===== config.mk =====
export PLATFORM = sky130hd
export DESIGN_NAME = external_program_memory_bus
export DESIGN_NICKNAME = d
export VERILOG_FILES = /design/src/hw/ext_bus_pkg.sv /design/src/hw/ext_bus_wait_counter.sv /design/src/hw/external_program_memory_bus.sv
export VERILOG_INCLUDE_DIRS = /design/src /design/src/hw
export SDC_FILE = /design/constraint.sdc
export NUM_CORES = 1
export LEC_CHECK = 0
export BUFFER_PORTS_ARGS = -buffer_cell sky130_fd_sc_hd__buf_2
export CORE_ASPECT_RATIO = 1.4
export CORE_MARGIN = 10
export CORE_UTILIZATION = 43
export DETAILED_ROUTE_END_ITERATION = 6
export PLACE_DENSITY = 0.8
export SLEW_MARGIN = 20
export SYNTH_ARGS = -nofsm -noshare
export SYNTH_HDL_FRONTEND = slang
export SYNTH_SLANG_ARGS = --single-unit

===== constraint.sdc =====
create_clock -name hclk -period 2.13 [get_ports hclk]
set_input_delay 0.213 -clock hclk [delete_from_list [all_inputs] [get_ports hclk]]
set_output_delay 0.213 -clock hclk [all_outputs]
set_load 0.005 [all_outputs]

===== src/hw/ext_bus_map.svh =====
// Offsets, field positions, reset values and timing figures of the external memory bus
`ifndef EXT_BUS_MAP_SVH
`define EXT_BUS_MAP_SVH
// ==========================================================
// Register offsets (byte addresses)
`define EBUS_CTRL_OFS      8'h00
`define EBUS_PAD_OFS       8'h04
`define EBUS_STAT_OFS      8'h08
// ==========================================================
// Control register fields
`define EBUS_REL_BIT       7
`define EBUS_WAIT_HI       5
`define EBUS_WAIT_LO       4
`define EBUS_WM_HI         1
`define EBUS_WM_LO         0
`define EBUS_CTRL_RST      8'h30
`define EBUS_CTRL_WMASK    8'hb3
// ==========================================================
// Pad register fields
`define EBUS_PUD_BIT       7
`define EBUS_PUE_BIT       6
`define EBUS_PUJ_BIT       5
`define EBUS_PAD_RST       8'h00
`define EBUS_PAD_WMASK     8'he0
// ==========================================================
// Write mode codes, chosen freely; the fourth code acts as word write
`define EBUS_WM_BYTE_WR    2'h0
`define EBUS_WM_WORD_WR    2'h1
`define EBUS_WM_BYTE_SEL   2'h2
// ==========================================================
// Timing
`define EBUS_CLK_NS        100
`define EBUS_TCY_NS        100
`define EBUS_SYNC_CYC      2'h2
`endif


===== src/hw/ext_bus_pkg.sv =====
// Types shared by the external memory bus design
package ext_bus_pkg;
  typedef enum logic [5:0] {
    ST_IDLE = 6'b00_0001,
    ST_ADDR = 6'b00_0010,
    ST_STRB = 6'b00_0100,
    ST_WAIT = 6'b00_1000,
    ST_SYNC = 6'b01_0000,
    ST_DONE = 6'b10_0000
  } bus_state_t;
endpackage


===== src/hw/ext_bus_wait_counter.sv =====
// Down counter that times the inserted wait states
`timescale 1ns/1ps
module ext_bus_wait_counter (
  input  wire logic       hclk,
  input  wire logic       hresetn,
  input  wire logic       load,
  input  wire logic [3:0] load_val,
  output logic            expired
);
  logic [3:0] count_reg;

  always_ff @(posedge hclk or negedge hresetn) begin
    if (!hresetn) begin
      count_reg <= 4'h0;
    end else if (load) begin
      count_reg <= load_val;
    end else if (count_reg != 4'h0) begin
      count_reg <= count_reg - 4'h1;
    end
  end

  assign expired = (count_reg <= 4'h1);
endmodule // ext_bus_wait_counter


===== src/hw/external_program_memory_bus.sv =====
// External program memory bus: AHB-Lite registers, access sequencer and pin ownership
//
// The register addresses and the AHB-Lite register port are this design's own decisions.
`timescale 1ns/1ps
`include "ext_bus_map.svh"
module external_program_memory_bus
  import ext_bus_pkg::*;
(
  input  wire logic        hclk,
  input  wire logic        hresetn,
  input  wire logic        hsel,
  input  wire logic [7:0]  haddr,
  input  wire logic [1:0]  htrans,
  input  wire logic        hwrite,
  input  wire logic [2:0]  hsize,
  input  wire logic [31:0] hwdata,
  input  wire logic        hready,
  output logic             hreadyout,
  output logic             hresp,
  output logic [31:0]      hrdata,
  input  wire logic        delay_insert_fuse,
  input  wire logic        extended_mode,
  input  wire logic        addr_width_20,
  input  wire logic        sleep_mode,
  input  wire logic        exec_external,
  input  wire logic        acc_req,
  input  wire logic        acc_write,
  input  wire logic [19:0] acc_addr,
  input  wire logic [15:0] acc_wdata,
  output logic             acc_ready,
  output logic             acc_done,
  output logic [15:0]      acc_rdata,
  input  wire logic [15:0] ad_in,
  output logic [15:0]      ad_out,
  output logic [15:0]      ad_oe_n,
  output logic [3:0]       addr_hi_out,
  output logic             addr_hi_oe_n,
  output logic             chip_select_n,
  output logic             output_gate_n,
  output logic             write_strobe_high_n,
  output logic             write_strobe_low_n,
  output logic             upper_byte_sel_n,
  output logic             lower_byte_sel_n,
  output logic             address_latch_strobe,
  output logic             byte_addr_bit,
  output logic             bus_owns_ad_pins,
  output logic             bus_owns_hi_pins,
  output logic             port_d_pullup_en,
  output logic             port_e_pullup_en,
  output logic             port_j_pullup_en
);
  localparam int WAIT_UNIT = (`EBUS_TCY_NS + `EBUS_CLK_NS - 1) / `EBUS_CLK_NS;

  // ==========================================================
  // AHB-Lite register slave
  logic [7:0]  ext_bus_control_reg;
  logic [7:0]  pad_setup_reg;
  logic        wr_pend_reg;
  logic [7:0]  wr_addr_reg;
  logic        release_eff_reg;
  logic        addr_phase;
  bus_state_t  state_reg;
  bus_state_t  state_next;
  logic [7:0]  status_val;

  assign hreadyout = 1'b1;
  assign hresp     = 1'b0;
  assign addr_phase = hsel && htrans[1] && hready;

  always_ff @(posedge hclk or negedge hresetn) begin
    if (!hresetn) begin
      wr_pend_reg <= 1'b0;
      wr_addr_reg <= 8'h00;
    end else begin
      wr_pend_reg <= addr_phase && hwrite;
      wr_addr_reg <= haddr;
    end
  end

  // Control writes only take effect in extended mode
  always_ff @(posedge hclk or negedge hresetn) begin
    if (!hresetn) begin
      ext_bus_control_reg <= `EBUS_CTRL_RST;
    end else if (wr_pend_reg && wr_addr_reg == `EBUS_CTRL_OFS && extended_mode) begin
      ext_bus_control_reg <= hwdata[7:0] & `EBUS_CTRL_WMASK;
    end
  end

  always_ff @(posedge hclk or negedge hresetn) begin
    if (!hresetn) begin
      pad_setup_reg <= `EBUS_PAD_RST;
    end else if (wr_pend_reg && wr_addr_reg == `EBUS_PAD_OFS) begin
      pad_setup_reg <= hwdata[7:0] & `EBUS_PAD_WMASK;
    end
  end

  assign status_val = {3'h0, delay_insert_fuse, extended_mode, release_eff_reg,
                       bus_owns_ad_pins, (state_reg != ST_IDLE)};

  // Read data registered in the address phase so the slave never stalls
  always_ff @(posedge hclk or negedge hresetn) begin
    if (!hresetn) begin
      hrdata <= 32'h0000_0000;
    end else if (addr_phase && !hwrite) begin
      case (haddr)
        `EBUS_CTRL_OFS: hrdata <= {24'h00_0000, ext_bus_control_reg};
        `EBUS_PAD_OFS:  hrdata <= {24'h00_0000, pad_setup_reg};
        `EBUS_STAT_OFS: hrdata <= {24'h00_0000, status_val};
        default:        hrdata <= 32'h0000_0000;
      endcase
    end
  end

  // ==========================================================
  // Pull-ups: plain enables, never gated by the release state
  assign port_d_pullup_en = pad_setup_reg[`EBUS_PUD_BIT];
  assign port_e_pullup_en = pad_setup_reg[`EBUS_PUE_BIT];
  assign port_j_pullup_en = pad_setup_reg[`EBUS_PUJ_BIT];

  // ==========================================================
  // Release handover is held back while code runs from external memory
  always_ff @(posedge hclk or negedge hresetn) begin
    if (!hresetn) begin
      release_eff_reg <= 1'b0;
    end else if (!exec_external) begin
      release_eff_reg <= ext_bus_control_reg[`EBUS_REL_BIT];
    end
  end

  // ==========================================================
  // Pad input synchroniser
  logic [15:0] ad_meta_reg;
  logic [15:0] ad_sync_reg;

  always_ff @(posedge hclk or negedge hresetn) begin
    if (!hresetn) begin
      ad_meta_reg <= 16'h0000;
      ad_sync_reg <= 16'h0000;
    end else begin
      ad_meta_reg <= ad_in;
      ad_sync_reg <= ad_meta_reg;
    end
  end

  // ==========================================================
  // Access sequencer
  logic        take;
  logic        busy;
  logic [1:0]  wait_sel;
  logic [3:0]  wait_load;
  logic        wait_expired;
  logic [1:0]  sync_cnt_reg;
  logic        op_write_reg;
  logic [19:0] op_addr_reg;
  logic [15:0] op_wdata_reg;
  logic [1:0]  wm;

  assign busy      = (state_reg != ST_IDLE);
  assign acc_ready = extended_mode && !sleep_mode && (state_reg == ST_IDLE);
  assign take      = acc_req && acc_ready;
  assign wm        = ext_bus_control_reg[`EBUS_WM_HI:`EBUS_WM_LO];
  assign wait_sel  = delay_insert_fuse ?
                     ext_bus_control_reg[`EBUS_WAIT_HI:`EBUS_WAIT_LO] : 2'h0;
  assign wait_load = 4'(int'(wait_sel) * WAIT_UNIT);

  ext_bus_wait_counter u_wait (
    .hclk     (hclk),
    .hresetn  (hresetn),
    .load     (state_reg == ST_STRB),
    .load_val (wait_load),
    .expired  (wait_expired)
  );

  always_ff @(posedge hclk or negedge hresetn) begin
    if (!hresetn) begin
      op_write_reg <= 1'b0;
      op_addr_reg  <= 20'h0_0000;
      op_wdata_reg <= 16'h0000;
    end else if (take) begin
      op_write_reg <= acc_write;
      op_addr_reg  <= acc_addr;
      op_wdata_reg <= acc_wdata;
    end
  end

  always_comb begin
    state_next = state_reg;
    case (state_reg)
      ST_IDLE: if (take) state_next = ST_ADDR;
      ST_ADDR: state_next = ST_STRB;
      ST_STRB: begin
        if (wait_sel != 2'h0) state_next = ST_WAIT;
        else if (op_write_reg) state_next = ST_DONE;
        else state_next = ST_SYNC;
      end
      ST_WAIT: begin
        if (wait_expired) state_next = op_write_reg ? ST_DONE : ST_SYNC;
      end
      ST_SYNC: if (sync_cnt_reg == 2'h1) state_next = ST_DONE;
      ST_DONE: state_next = ST_IDLE;
      default: state_next = ST_IDLE;
    endcase
  end

  always_ff @(posedge hclk or negedge hresetn) begin
    if (!hresetn) begin
      state_reg <= ST_IDLE;
    end else begin
      state_reg <= state_next;
    end
  end

  // Reads hold the gate two extra cycles to cover the pad synchroniser
  always_ff @(posedge hclk or negedge hresetn) begin
    if (!hresetn) begin
      sync_cnt_reg <= 2'h0;
    end else if (state_reg != ST_SYNC) begin
      sync_cnt_reg <= `EBUS_SYNC_CYC;
    end else begin
      sync_cnt_reg <= sync_cnt_reg - 2'h1;
    end
  end

  always_ff @(posedge hclk or negedge hresetn) begin
    if (!hresetn) begin
      acc_rdata <= 16'h0000;
      acc_done  <= 1'b0;
    end else begin
      acc_done <= (state_reg == ST_SYNC && sync_cnt_reg == 2'h1) ||
                  (state_next == ST_DONE && op_write_reg && state_reg != ST_DONE);
      if (state_reg == ST_SYNC && sync_cnt_reg == 2'h1) begin
        acc_rdata <= ad_sync_reg;
      end
    end
  end

  // ==========================================================
  // Pin ownership and pin values
  logic strobing;
  logic drive_data;
  logic hi_byte;

  assign strobing   = (state_reg == ST_STRB) || (state_reg == ST_WAIT) ||
                      (state_reg == ST_SYNC);
  assign drive_data = (state_reg == ST_ADDR) || (op_write_reg && strobing);
  assign hi_byte    = op_addr_reg[0];

  // Extended mode only: bus takes pins for any access, otherwise release decides; peripherals follow
  assign bus_owns_ad_pins = extended_mode && (busy || !release_eff_reg);
  assign bus_owns_hi_pins = bus_owns_ad_pins && addr_width_20;

  always_ff @(posedge hclk or negedge hresetn) begin
    if (!hresetn) begin
      ad_out       <= 16'h0000;
      addr_hi_out  <= 4'h0;
    end else begin
      ad_out      <= (state_next == ST_ADDR) ? acc_addr[15:0] : op_wdata_reg;
      addr_hi_out <= (state_next == ST_ADDR) ? acc_addr[19:16] : addr_hi_out;
    end
  end

  // Idle bus: data released, active-low controls high, latch and byte bit low
  assign ad_oe_n       = (bus_owns_ad_pins && drive_data) ? 16'h0000 : 16'hffff;
  assign addr_hi_oe_n  = !(bus_owns_hi_pins && busy);
  assign chip_select_n = sleep_mode || !busy || state_reg == ST_DONE;
  assign address_latch_strobe = (state_reg == ST_ADDR);
  assign output_gate_n = !(strobing && !op_write_reg);

  always_comb begin
    write_strobe_high_n = 1'b1;
    write_strobe_low_n  = 1'b1;
    upper_byte_sel_n    = 1'b1;
    lower_byte_sel_n    = 1'b1;
    byte_addr_bit       = 1'b0;
    if (strobing) begin
      if (!op_write_reg) begin
        upper_byte_sel_n = 1'b0;
        lower_byte_sel_n = 1'b0;
      end else begin
        case (wm)
          `EBUS_WM_BYTE_WR: begin
            write_strobe_high_n = !hi_byte;
            write_strobe_low_n  = hi_byte;
          end
          `EBUS_WM_BYTE_SEL: begin
            write_strobe_high_n = 1'b0;
            upper_byte_sel_n    = !hi_byte;
            lower_byte_sel_n    = hi_byte;
            byte_addr_bit       = hi_byte;
          end
          default: begin
            write_strobe_high_n = 1'b0;
            write_strobe_low_n  = 1'b0;
            upper_byte_sel_n    = 1'b0;
            lower_byte_sel_n    = 1'b0;
          end
        endcase
      end
    end
  end
endmodule // external_program_memory_bus

Yosys cells after proc, flatten, opt, wreduce, memory -nomap -nowiden:

Cells that the tools add are included.
Widths: inputs -> output; s select.

* equal/unequal tests: 16
* magnitude comparators: 1
* mux-type cells: 28
* add/subtract/negate cells: 2
* reductions and logical operators: 40

Operators with widths (count)
* $mux 16: 2
* $mux 6: 5
* $pmux 6 s5: 1
* $pmux 8 s3: 1
* $logic_and 1x1->1: 19
* $eq 8x3->1 const B: 2
* $logic_not 8->1: 2
* $eq 6x2->1 const B: 2
* $eq 6x6->1 const B: 2
* $mux 1: 12
* $eq 8x4->1 const B: 1
* $logic_not 1->1: 8
* $mux 4: 2
* $logic_or 1x1->1: 7
* $eq 6x1->1 const B: 1
* $eq 6x3->1 const B: 1
* $eq 6x4->1 const B: 1
* $eq 6x5->1 const B: 1
* $ne 6x1->1 const B: 1
* $ne 6x5->1 const B: 1
* $ne 6x6->1 const B: 1
* $pmux 1 s2: 3
* $le 4x1->1 const B: 1
* $mux 2: 2
* 7 further kinds: 8

* input port bits: 109
* register bits: 149
* output and inout bits: 102
* logic and storage cells: 105

Depth between registers and ports, before layout:

Gate-level depths: netlist (run 1).

* depth in word-level cells: 10
* depth in mapped cells: 6
* depth with buffers taken out: 5

Cells and area by module:

A second synthesis (run 1) with hierarchy kept.

* cell total of the unflattened synthesis: 353
* area total of the unflattened synthesis: 5218.8 µm²

By module, submodules not included
* external_program_memory_bus: area each 4964.8 µm², times used 1, cells each 328, seq. area each 3031.7 µm²
* ext_bus_wait_counter: area each 254.0 µm², times used 1, cells each 25, seq. area each 100.1 µm²

Least setup slack after synthesis (run 1):

Ideal clock, no wire load.

* kind: flip-flop to output port
* start point: register state_reg[0]
* end point: output port ad_oe_n[10]
* setup slack: -0.144 ns
* stages on the path, launching flop included: 5
* arrival: 2.061 ns
* path buffers: 1
* required time: 1.917 ns
* path through: dfstp_2 > nor2_1 > and4b_1 > o21ai_0 > buf_4

* elaborated cells between the ends (all ways): 13
* those cells by class: 5 x eq/ne; 1 x mux; 7 x reduce/logical

RTL lines
* from (decl): line external_program_memory_bus.sv:62 `bus_state_t state_reg;`
* from (signal assigned): line external_program_memory_bus.sv:209 `state_reg <= state_next;`
* $eq 6x2->1
* net address_latch_strobe: line external_program_memory_bus.sv:44 `output logic address_latch_strobe,`
* $logic_or 1x1->1: line external_program_memory_bus.sv:245 `assign drive_data = (state_reg == ST_ADDR) || (op_write_reg && strobing);`
* $logic_and 1x1->1: line external_program_memory_bus.sv:263 `assign ad_oe_n = (bus_owns_ad_pins && drive_data) ? 16'h0000 : 16'hffff;`
* $mux 16: line external_program_memory_bus.sv:263
* to (decl): line external_program_memory_bus.sv:35 `output logic [15:0] ad_oe_n,`

The timed path passes the listed nets, and every way through them passes these cells.

Worst setup path after layout (run 1):

* start point: register state_reg[1]
* end point: output port ad_oe_n[4]

* word-level cells in the longest chain between the ends: 7
* elaborated cells between the ends (all ways): 13
* those cells by class: 5 x eq/ne; 1 x mux; 7 x reduce/logical

RTL lines
* $eq 6x3->1 or $eq 6x4->1 (tied branches): line external_program_memory_bus.sv:243 `assign strobing = (state_reg == ST_STRB) || (state_reg == ST_WAIT) ||`
* $logic_or 1x1->1 (2 in a row): line external_program_memory_bus.sv:243
* $logic_and 1x1->1: line external_program_memory_bus.sv:245
* $logic_or 1x1->1: line external_program_memory_bus.sv:245
* $logic_and 1x1->1 *: line external_program_memory_bus.sv:263
* $mux 16 *: line external_program_memory_bus.sv:263

Mark *: on every way between the ends. The rest lies on a longest branch, timed or not.

==> flow_summary.json, run 1 <==
{
  "status": "finished clean",
  "slew_headroom_pct": 65.7,
  "antenna_found_initial": 2,
  "worstSetupPathType": "register to primary output",
  "hp-class": "input pin to register",
  "grt_usage_pct": 14.5,
  "netlist_area_um2": 5040,
  "die_h_um": 148,
  "comb_power_share_pct": 12.4,
  "grt_pass1_vias": 3841,
  "intPower_mw": 5.09,
  "slowest_stage": "dfrtp_2",
  "die_x_um": 111,
  "via_per_inst": 4.84,
  "yosys_warnings": 0,
  "fin_nets": 652,
  "core_region_area_um2": 11400,
  "fmax_mhz": 471,
  "synth_seq_cells": 125,
  "layout_common_cells": "153 x buf_2, 118 x dfrtp_1, 44 x mux2_2",
  "cts_max_level": 4,
  "startpoint_type": "register",
  "drtPass1Iterations": 5,
  "final_cells": 699,
  "grt_remaining_overflow": 0,
  "hold_viol_final": 0,
  "wire_per_inst_um": 17.2,
  "p_seq_share_pct": 41.9,
  "grt_max_degree": 68,
  "drive_above_1_share_pct": 50.8,
  "root_buffer": "clkbuf_16",
  "cellPowerDensity_nw_per_um2": 973,
  "synth_seq_area_share_pct": 62.2,
  "final_util_pct": 59.6,
  "num-fill-cells": 898,
  "area_delta_synth_final_pct": 34.9,
  "syn_avg_cell_area_um2": 14.3,
  "clockBufferDepth": 2,
  "switching_share_pct": 22.9,
  "initial_utilization_pct": 44.2,
  "p_sw_mw": 1.51,
  "max_stage_delay_ns": 0.43,
  "endpoint_kind": "primary output",
  "rsz0062_at_grt": "yes",
  "clockPowerShare_pct": 45.6,
  "remaining_drc_errors": 0,
  "portBuffers": 154,
  "cts_tree": "done",
  "clock_skew_ns": 0.00632,
  "path_cells": "or3_4 -> a2111oi_4 -> buf_4 -> o21ai_4 -> buf_2",
  "place_congestion": 0.843,
  "clk_latency_ns": 0.40,
  "vias": 3382,
  "grt_pass1_wl_um": 19300,
  "synth_cell_types": 47,
  "period_minus_slack_ns": 2.12,
  "syn-instance-count": 353,
  "max-cap-violations": 0,
  "pin_count": 211,
  "worstPathArrival_ns": 1.91,
  "crit_start": "state_reg[1]",
  "ys_dominant_reg_cell": "dfrtp_1",
  "p_leak_nw": 3.39,
  "fin_crit_sh_pct": 99.7,
  "drv_slew": 0,
  "finalSetupViolations": 0,
  "clkTransAtPathRegs_ns": 0.06,
  "place_hpwl_um": 8890,
  "dieArea_um2": 16500,
  "r2r_start": "state_reg[1]",
  "routed_wl_um": 12000,
  "ys_async_sr_fraction_pct": 100,
  "drtIter0Drc": 86,
  "num_rows": 46,
  "cp_max_fo": 16,
  "max-vdd-ir-drop_mv": 0.757,
  "finalPower_mw": 6.61,
  "antenna_left": 0,
  "placed_cells": 633,
  "numCtsBuffers": 17,
  "tightest_slew_ns": 0.515,
  "min_from": "haddr[3]",
  "final_common_cell": "buf_2",
  "synth_edf_count": 0,
  "cp.required_ns": 1.92,
  "clkSinkCount": 125
}
## final cells by class
cell class              count  area [um2]  area share, %
flip-flops and latches    125        3140           46.2
multi-input cells         197        1660           24.4
repair buffers            193        1150           17.0
clock buffers              19         443           6.52
clock inverters            13         191           2.82
well taps                 144         180           2.65
inverters                   6        22.5          0.331
diodes                      2        5.00         0.0737
## logic make-up after synthesis
group	count (synthesis)	share of synthesized area, %
flip-flops	125	62.2
AND/OR/NAND/NOR	71	8.97
multiplexers	68	16.6
buffers and inverters	55	7.60
AO/OA/AOI/OAI	26	3.25
adder cells (fa/ha/maj)	3	0.745
XOR/XNOR	3	0.522
other	2	0.149
## per-layer routing
metal | track usage, % | up-vias | part of all wire, %
li1 | - | 1551 | -
met1 | 13.0 | 1678 | 33
met2 | 26.9 | 130 | 56
met3 | 5.80 | 23 | 8.3
met4 | 7.67 | 0 | 2.8
met5 | 0 | - | 0
## cells in the mapped netlist (all sizes together), types with 2 or more instances
library cell | number | area, um2
nor2 | 9 | 33.8
nand3 | 3 | 15.0
ha | 3 | 37.5
mux2i | 4 | 40.0
o211ai | 3 | 22.5
nor3 | 6 | 41.3
dfstp | 3 | 78.8
conb | 2 | 7.51
and4 | 3 | 26.3
buf | 47 | 353
or4 | 2 | 15.0
mux2 | 64 | 796
nor2b | 3 | 18.8
nand2 | 15 | 56.3
xnor2 | 3 | 26.3
dfrtp | 122 | 3050
nand2b | 2 | 12.5
nand4 | 6 | 43.8
o31ai | 3 | 22.5
and2 | 3 | 18.8
o21ai | 13 | 65.1
nand4bb | 2 | 22.5
and4b | 2 | 20.0
nor4 | 3 | 33.8
inv | 6 | 22.5
clkbuf | 2 | 7.51
a31oi | 2 | 12.5
nand4b | 4 | 35.0
## critical path, delay by kind of cell, from the launching register on
| kind | cells | cell delay, ns |
|---|---|---|
| AO/OA/AOI/OAI | 2 | 0.33 |
| buffers and inverters | 2 | 0.34 |
| flip-flops | 1 | 0.43 |
| AND/OR/NAND/NOR | 1 | 0.40 |
## per-stage QoR
step	instance area, um2	setup WS, ns	hold slack (ns)	setup TNS, ns
5_1_grt	6790	-0.0985	0.0268	-1.63
2_1_floorplan	5130	0.0646	-0.0826	0
3_3_place_gp	5800	0.246	0.0798	0
4_1_cts	6710	-0.0362	0.0135	-0.564
6_report	6790	0.00713	0.0354	0
3_5_place_dp	5800	0.178	0.0904	0
## worst paths after layout
check | slack, ns | endpoint | cells past startpoint
setup / recovery | 0.007 | ad_oe_n[4] | 5
hold reg to reg | 0.35 | ad_sync_reg[8] | 0
setup reg to reg | 0.26 | op_wdata_reg[14] | 5
max in group asynchronous | 1.12 | op_wdata_reg[13] | 3
min in group asynchronous | 0.23 | ad_sync_reg[4] | 2
hold / removal | 0.04 | wr_addr_reg[3] | 1
## power by group through the flow
stage / clock network, mW / logic, mW / registers [mW]
final: 3.01 / 0.823 / 2.77
after global routing: 3.18 / 0.913 / 2.80
after CTS: 3.06 / 0.829 / 2.77
after detailed placement: 0 / 0.789 / 2.81
after global placement: 0 / 0.738 / 2.79
after floorplan: 0 / 0.482 / 2.79
## what timing repair did
action,4_1_cts,5_1_grt
setup buffers,2,6
gates resized for setup,6,7
hold buffers,24,0
setup endpoints to repair,20,23
endpoints found under the hold margin,38,0
pin swaps,0,1
Note: power is estimated with default switching activity, not from simulation.
==> inputs of run 2 (changes only) <==
CORE_UTILIZATION = 44   (was 43)
PLACE_DENSITY = 0.83   (was 0.8)
SYNTH_HIERARCHICAL = 1   (was unset)
==> run 2 against run 1 <==
Synthesized cell count is the same; flip-flop and latch count is the same; cell area grew 1.5%; hold slack lost 0.0051 ns; sequential power is essentially flat.
==> flow_summary.json, run 2 <==
{
  "placed_area_um2": 5910,
  "max-vdd-ir-drop_mv": 0.752,
  "cp.required_ns": 1.92,
  "max-cap-violations": 0,
  "core_region_area_um2": 11700,
  "die_x_um": 112,
  "grt_usage_pct": 15.3,
  "drv_slew": 0,
  "fin_tns_setup_ns": 0,
  "r2r_cells": 5,
  "layout_common_cells": "153 x buf_2, 119 x dfrtp_1, 46 x mux2_4",
  "synth_area_leaders": "dfrtp_1 58%, mux2_4 13%, buf_4 5.9%",
  "remaining_drc_errors": 0,
  "slew_headroom_pct": 56.0,
  "ys_async_sr_fraction_pct": 100,
  "portBuffers": 154,
  "status": "finished clean",
  "grt_max_degree": 126,
  "place_hpwl_um": 8990,
  "clock_skew_ns": 0.00947,
  "r2r_start": "state_reg[0]",
  "r2r_slack_ns": 0.10,
  "period_minus_slack_ns": 2.09,
  "rsz0062_at_grt": "yes",
  "endpoint_kind": "primary output",
  "num_rows": 47,
  "fin_crit_sh_pct": 98.2,
  "highest_layer": "met4",
  "cp_max_fo": 4,
  "fin_nets": 649,
  "fmax_mhz": 478,
  "worstPathArrival_ns": 1.88,
  "synth_seq_area_share_pct": 60.0,
  "drive_above_1_share_pct": 51.8,
  "hp-class": "input pin to register",
  "via_per_inst": 4.85,
  "vias": 3392,
  "antenna_found_initial": 2,
  "wire_per_inst_um": 18.2,
  "synth_common_cells": "122 x dfrtp_1, 46 x mux2_4, 41 x buf_4",
  "yosysTopAreaCell": "dfrtp_1",
  "critPathCapture": "acc_ready",
  "cts_max_level": 4,
  "dieArea_um2": 16700,
  "netlist_area_um2": 5220,
  "reg2reg_to": "ad_out[4]",
  "pin_count": 211,
  "cellPowerDensity_nw_per_um2": 978,
  "met1_length_um": 4530,
  "area_delta_synth_final_pct": 32.2,
  "synth_cell_types": 48,
  "ys_dominant_reg_cell": "dfrtp_1",
  "grt_remaining_overflow": 0,
  "finalSetupViolations": 0,
  "p_leak_nw": 3.48,
  "final_common_cell": "buf_2",
  "routed_wl_um": 12700,
  "initial_utilization_pct": 44.6,
  "clkTransAtPathRegs_ns": 0.06,
  "grt_pass1_wl_um": 20100,
  "synth_edf_count": 0,
  "clkSinkCount": 125,
  "wl_met3_um": 939,
  "clk_latency_ns": 0.41,
  "tightest_slew_ns": 0.660,
  "die_h_um": 149,
  "num-fill-cells": 896,
  "worstSetupPathType": "register to primary output",
  "synth_top_area_share_pct": 58.5,
  "drtIter0Drc": 102,
  "placed_cells": 634,
  "hold_viol_final": 0,
  "synth_seq_cells": 125,
  "antenna_left": 0,
  "cts_tree": "done",
  "wl_met2_um": 6780,
  "crit_start": "state_reg[0]",
  "design_area_um2": 6900,
  "yosys.cell_count.top_type": "dfrtp_1",
  "final_cells": 699,
  "clockBufferDepth": 2,
  "root_buffer": "clkbuf_16",
  "drtPass1Iterations": 4,
  "syn_avg_cell_area_um2": 14.8,
  "syn-instance-count": 353,
  "grt_pass1_vias": 3732,
  "fin_hold_ws_ns": 0.0303,
  "place_congestion": 0.798,
  "startpoint_type": "register",
  "yosys_warnings": 6,
  "numCtsBuffers": 17
}
-- run 2: where the power goes --
group	leakage (nW)	switching [mW]	internal [mW]
clock	0.309	1.11	1.98
sequential	1.54	0.147	2.63
combinational	1.63	0.353	0.527
-- run 2: worst min path at each step --
stage	startpoint	endpoint	slack, ns	cells after the start
6_report	acc_wdata[9]	op_wdata_reg[9]	0.03	2
5_1_grt	haddr[3]	wr_addr_reg[3]	0.01	1
4_1_cts	haddr[3]	wr_addr_reg[3]	0.02	1
3_5_place_dp	ad_in[2]	ad_meta_reg[2]	0.32	1
3_3_place_gp	ad_in[6]	ad_meta_reg[6]	0.32	1
2_1_floorplan	hresetn	acc_done	-0.08	0
-- run 2: cell families after synthesis --
family | synth area share [%]
fa+ha+maj | 0.719
simple gates | 8.13
mux | 18.3
compound gates | 3.31
other cells | 0.144
buf+inv | 8.89
xor+xnor | 0.504
flops | 60.0
-- run 2: area by class of cell --
class | instances | area [um2] | share of cell area (%)
Clock buffer | 17 | 425 | 6.17
Tap cell | 147 | 184 | 2.67
Antenna cell | 2 | 5.00 | 0.0725
Sequential cell | 125 | 3140 | 45.4
Multi-Input combinational cell | 197 | 1770 | 25.7
Clock inverter | 15 | 208 | 3.01
Timing Repair Buffer | 191 | 1150 | 16.7
Inverter | 5 | 18.8 | 0.272
-- run 2: timing repair --
action	in CTS	in global routing
gates cloned	1	0
endpoints found under the hold margin	145	0
pin swaps	2	1
setup buffers	3	3
endpoints found under the setup margin	18	17
hold buffers	24	0
gates resized for setup	9	7
-- run 2: critical path, cell delays in order, from the launching register on --
cell and delay, ns:
dfstp_2 0.58, nor4b_4 0.30, buf_4 0.19, nand2_1 0.08, nor3_2 0.16, buf_2 0.15
-- run 2: layer usage --
| metal | global-route usage [%] | vias up |
|---|---|---|
| met3 | 5.92 | 33 |
| met1 | 15.5 | 1690 |
| li1 | - | 1531 |
| met2 | 26.4 | 138 |
| met5 | 0 | - |
| met4 | 8.40 | 0 |
-- run 2: stage by stage --
step	setup slack, ns	power, mW	util [%]
3_3_place_gp	0.267	3.59	50.5
5_1_grt	-0.0549	7.04	59.0
6_report	0.0379	6.75	59.0
3_5_place_dp	0.207	3.65	50.5
2_1_floorplan	0.163	3.34	-
4_1_cts	0.0161	6.81	58.4
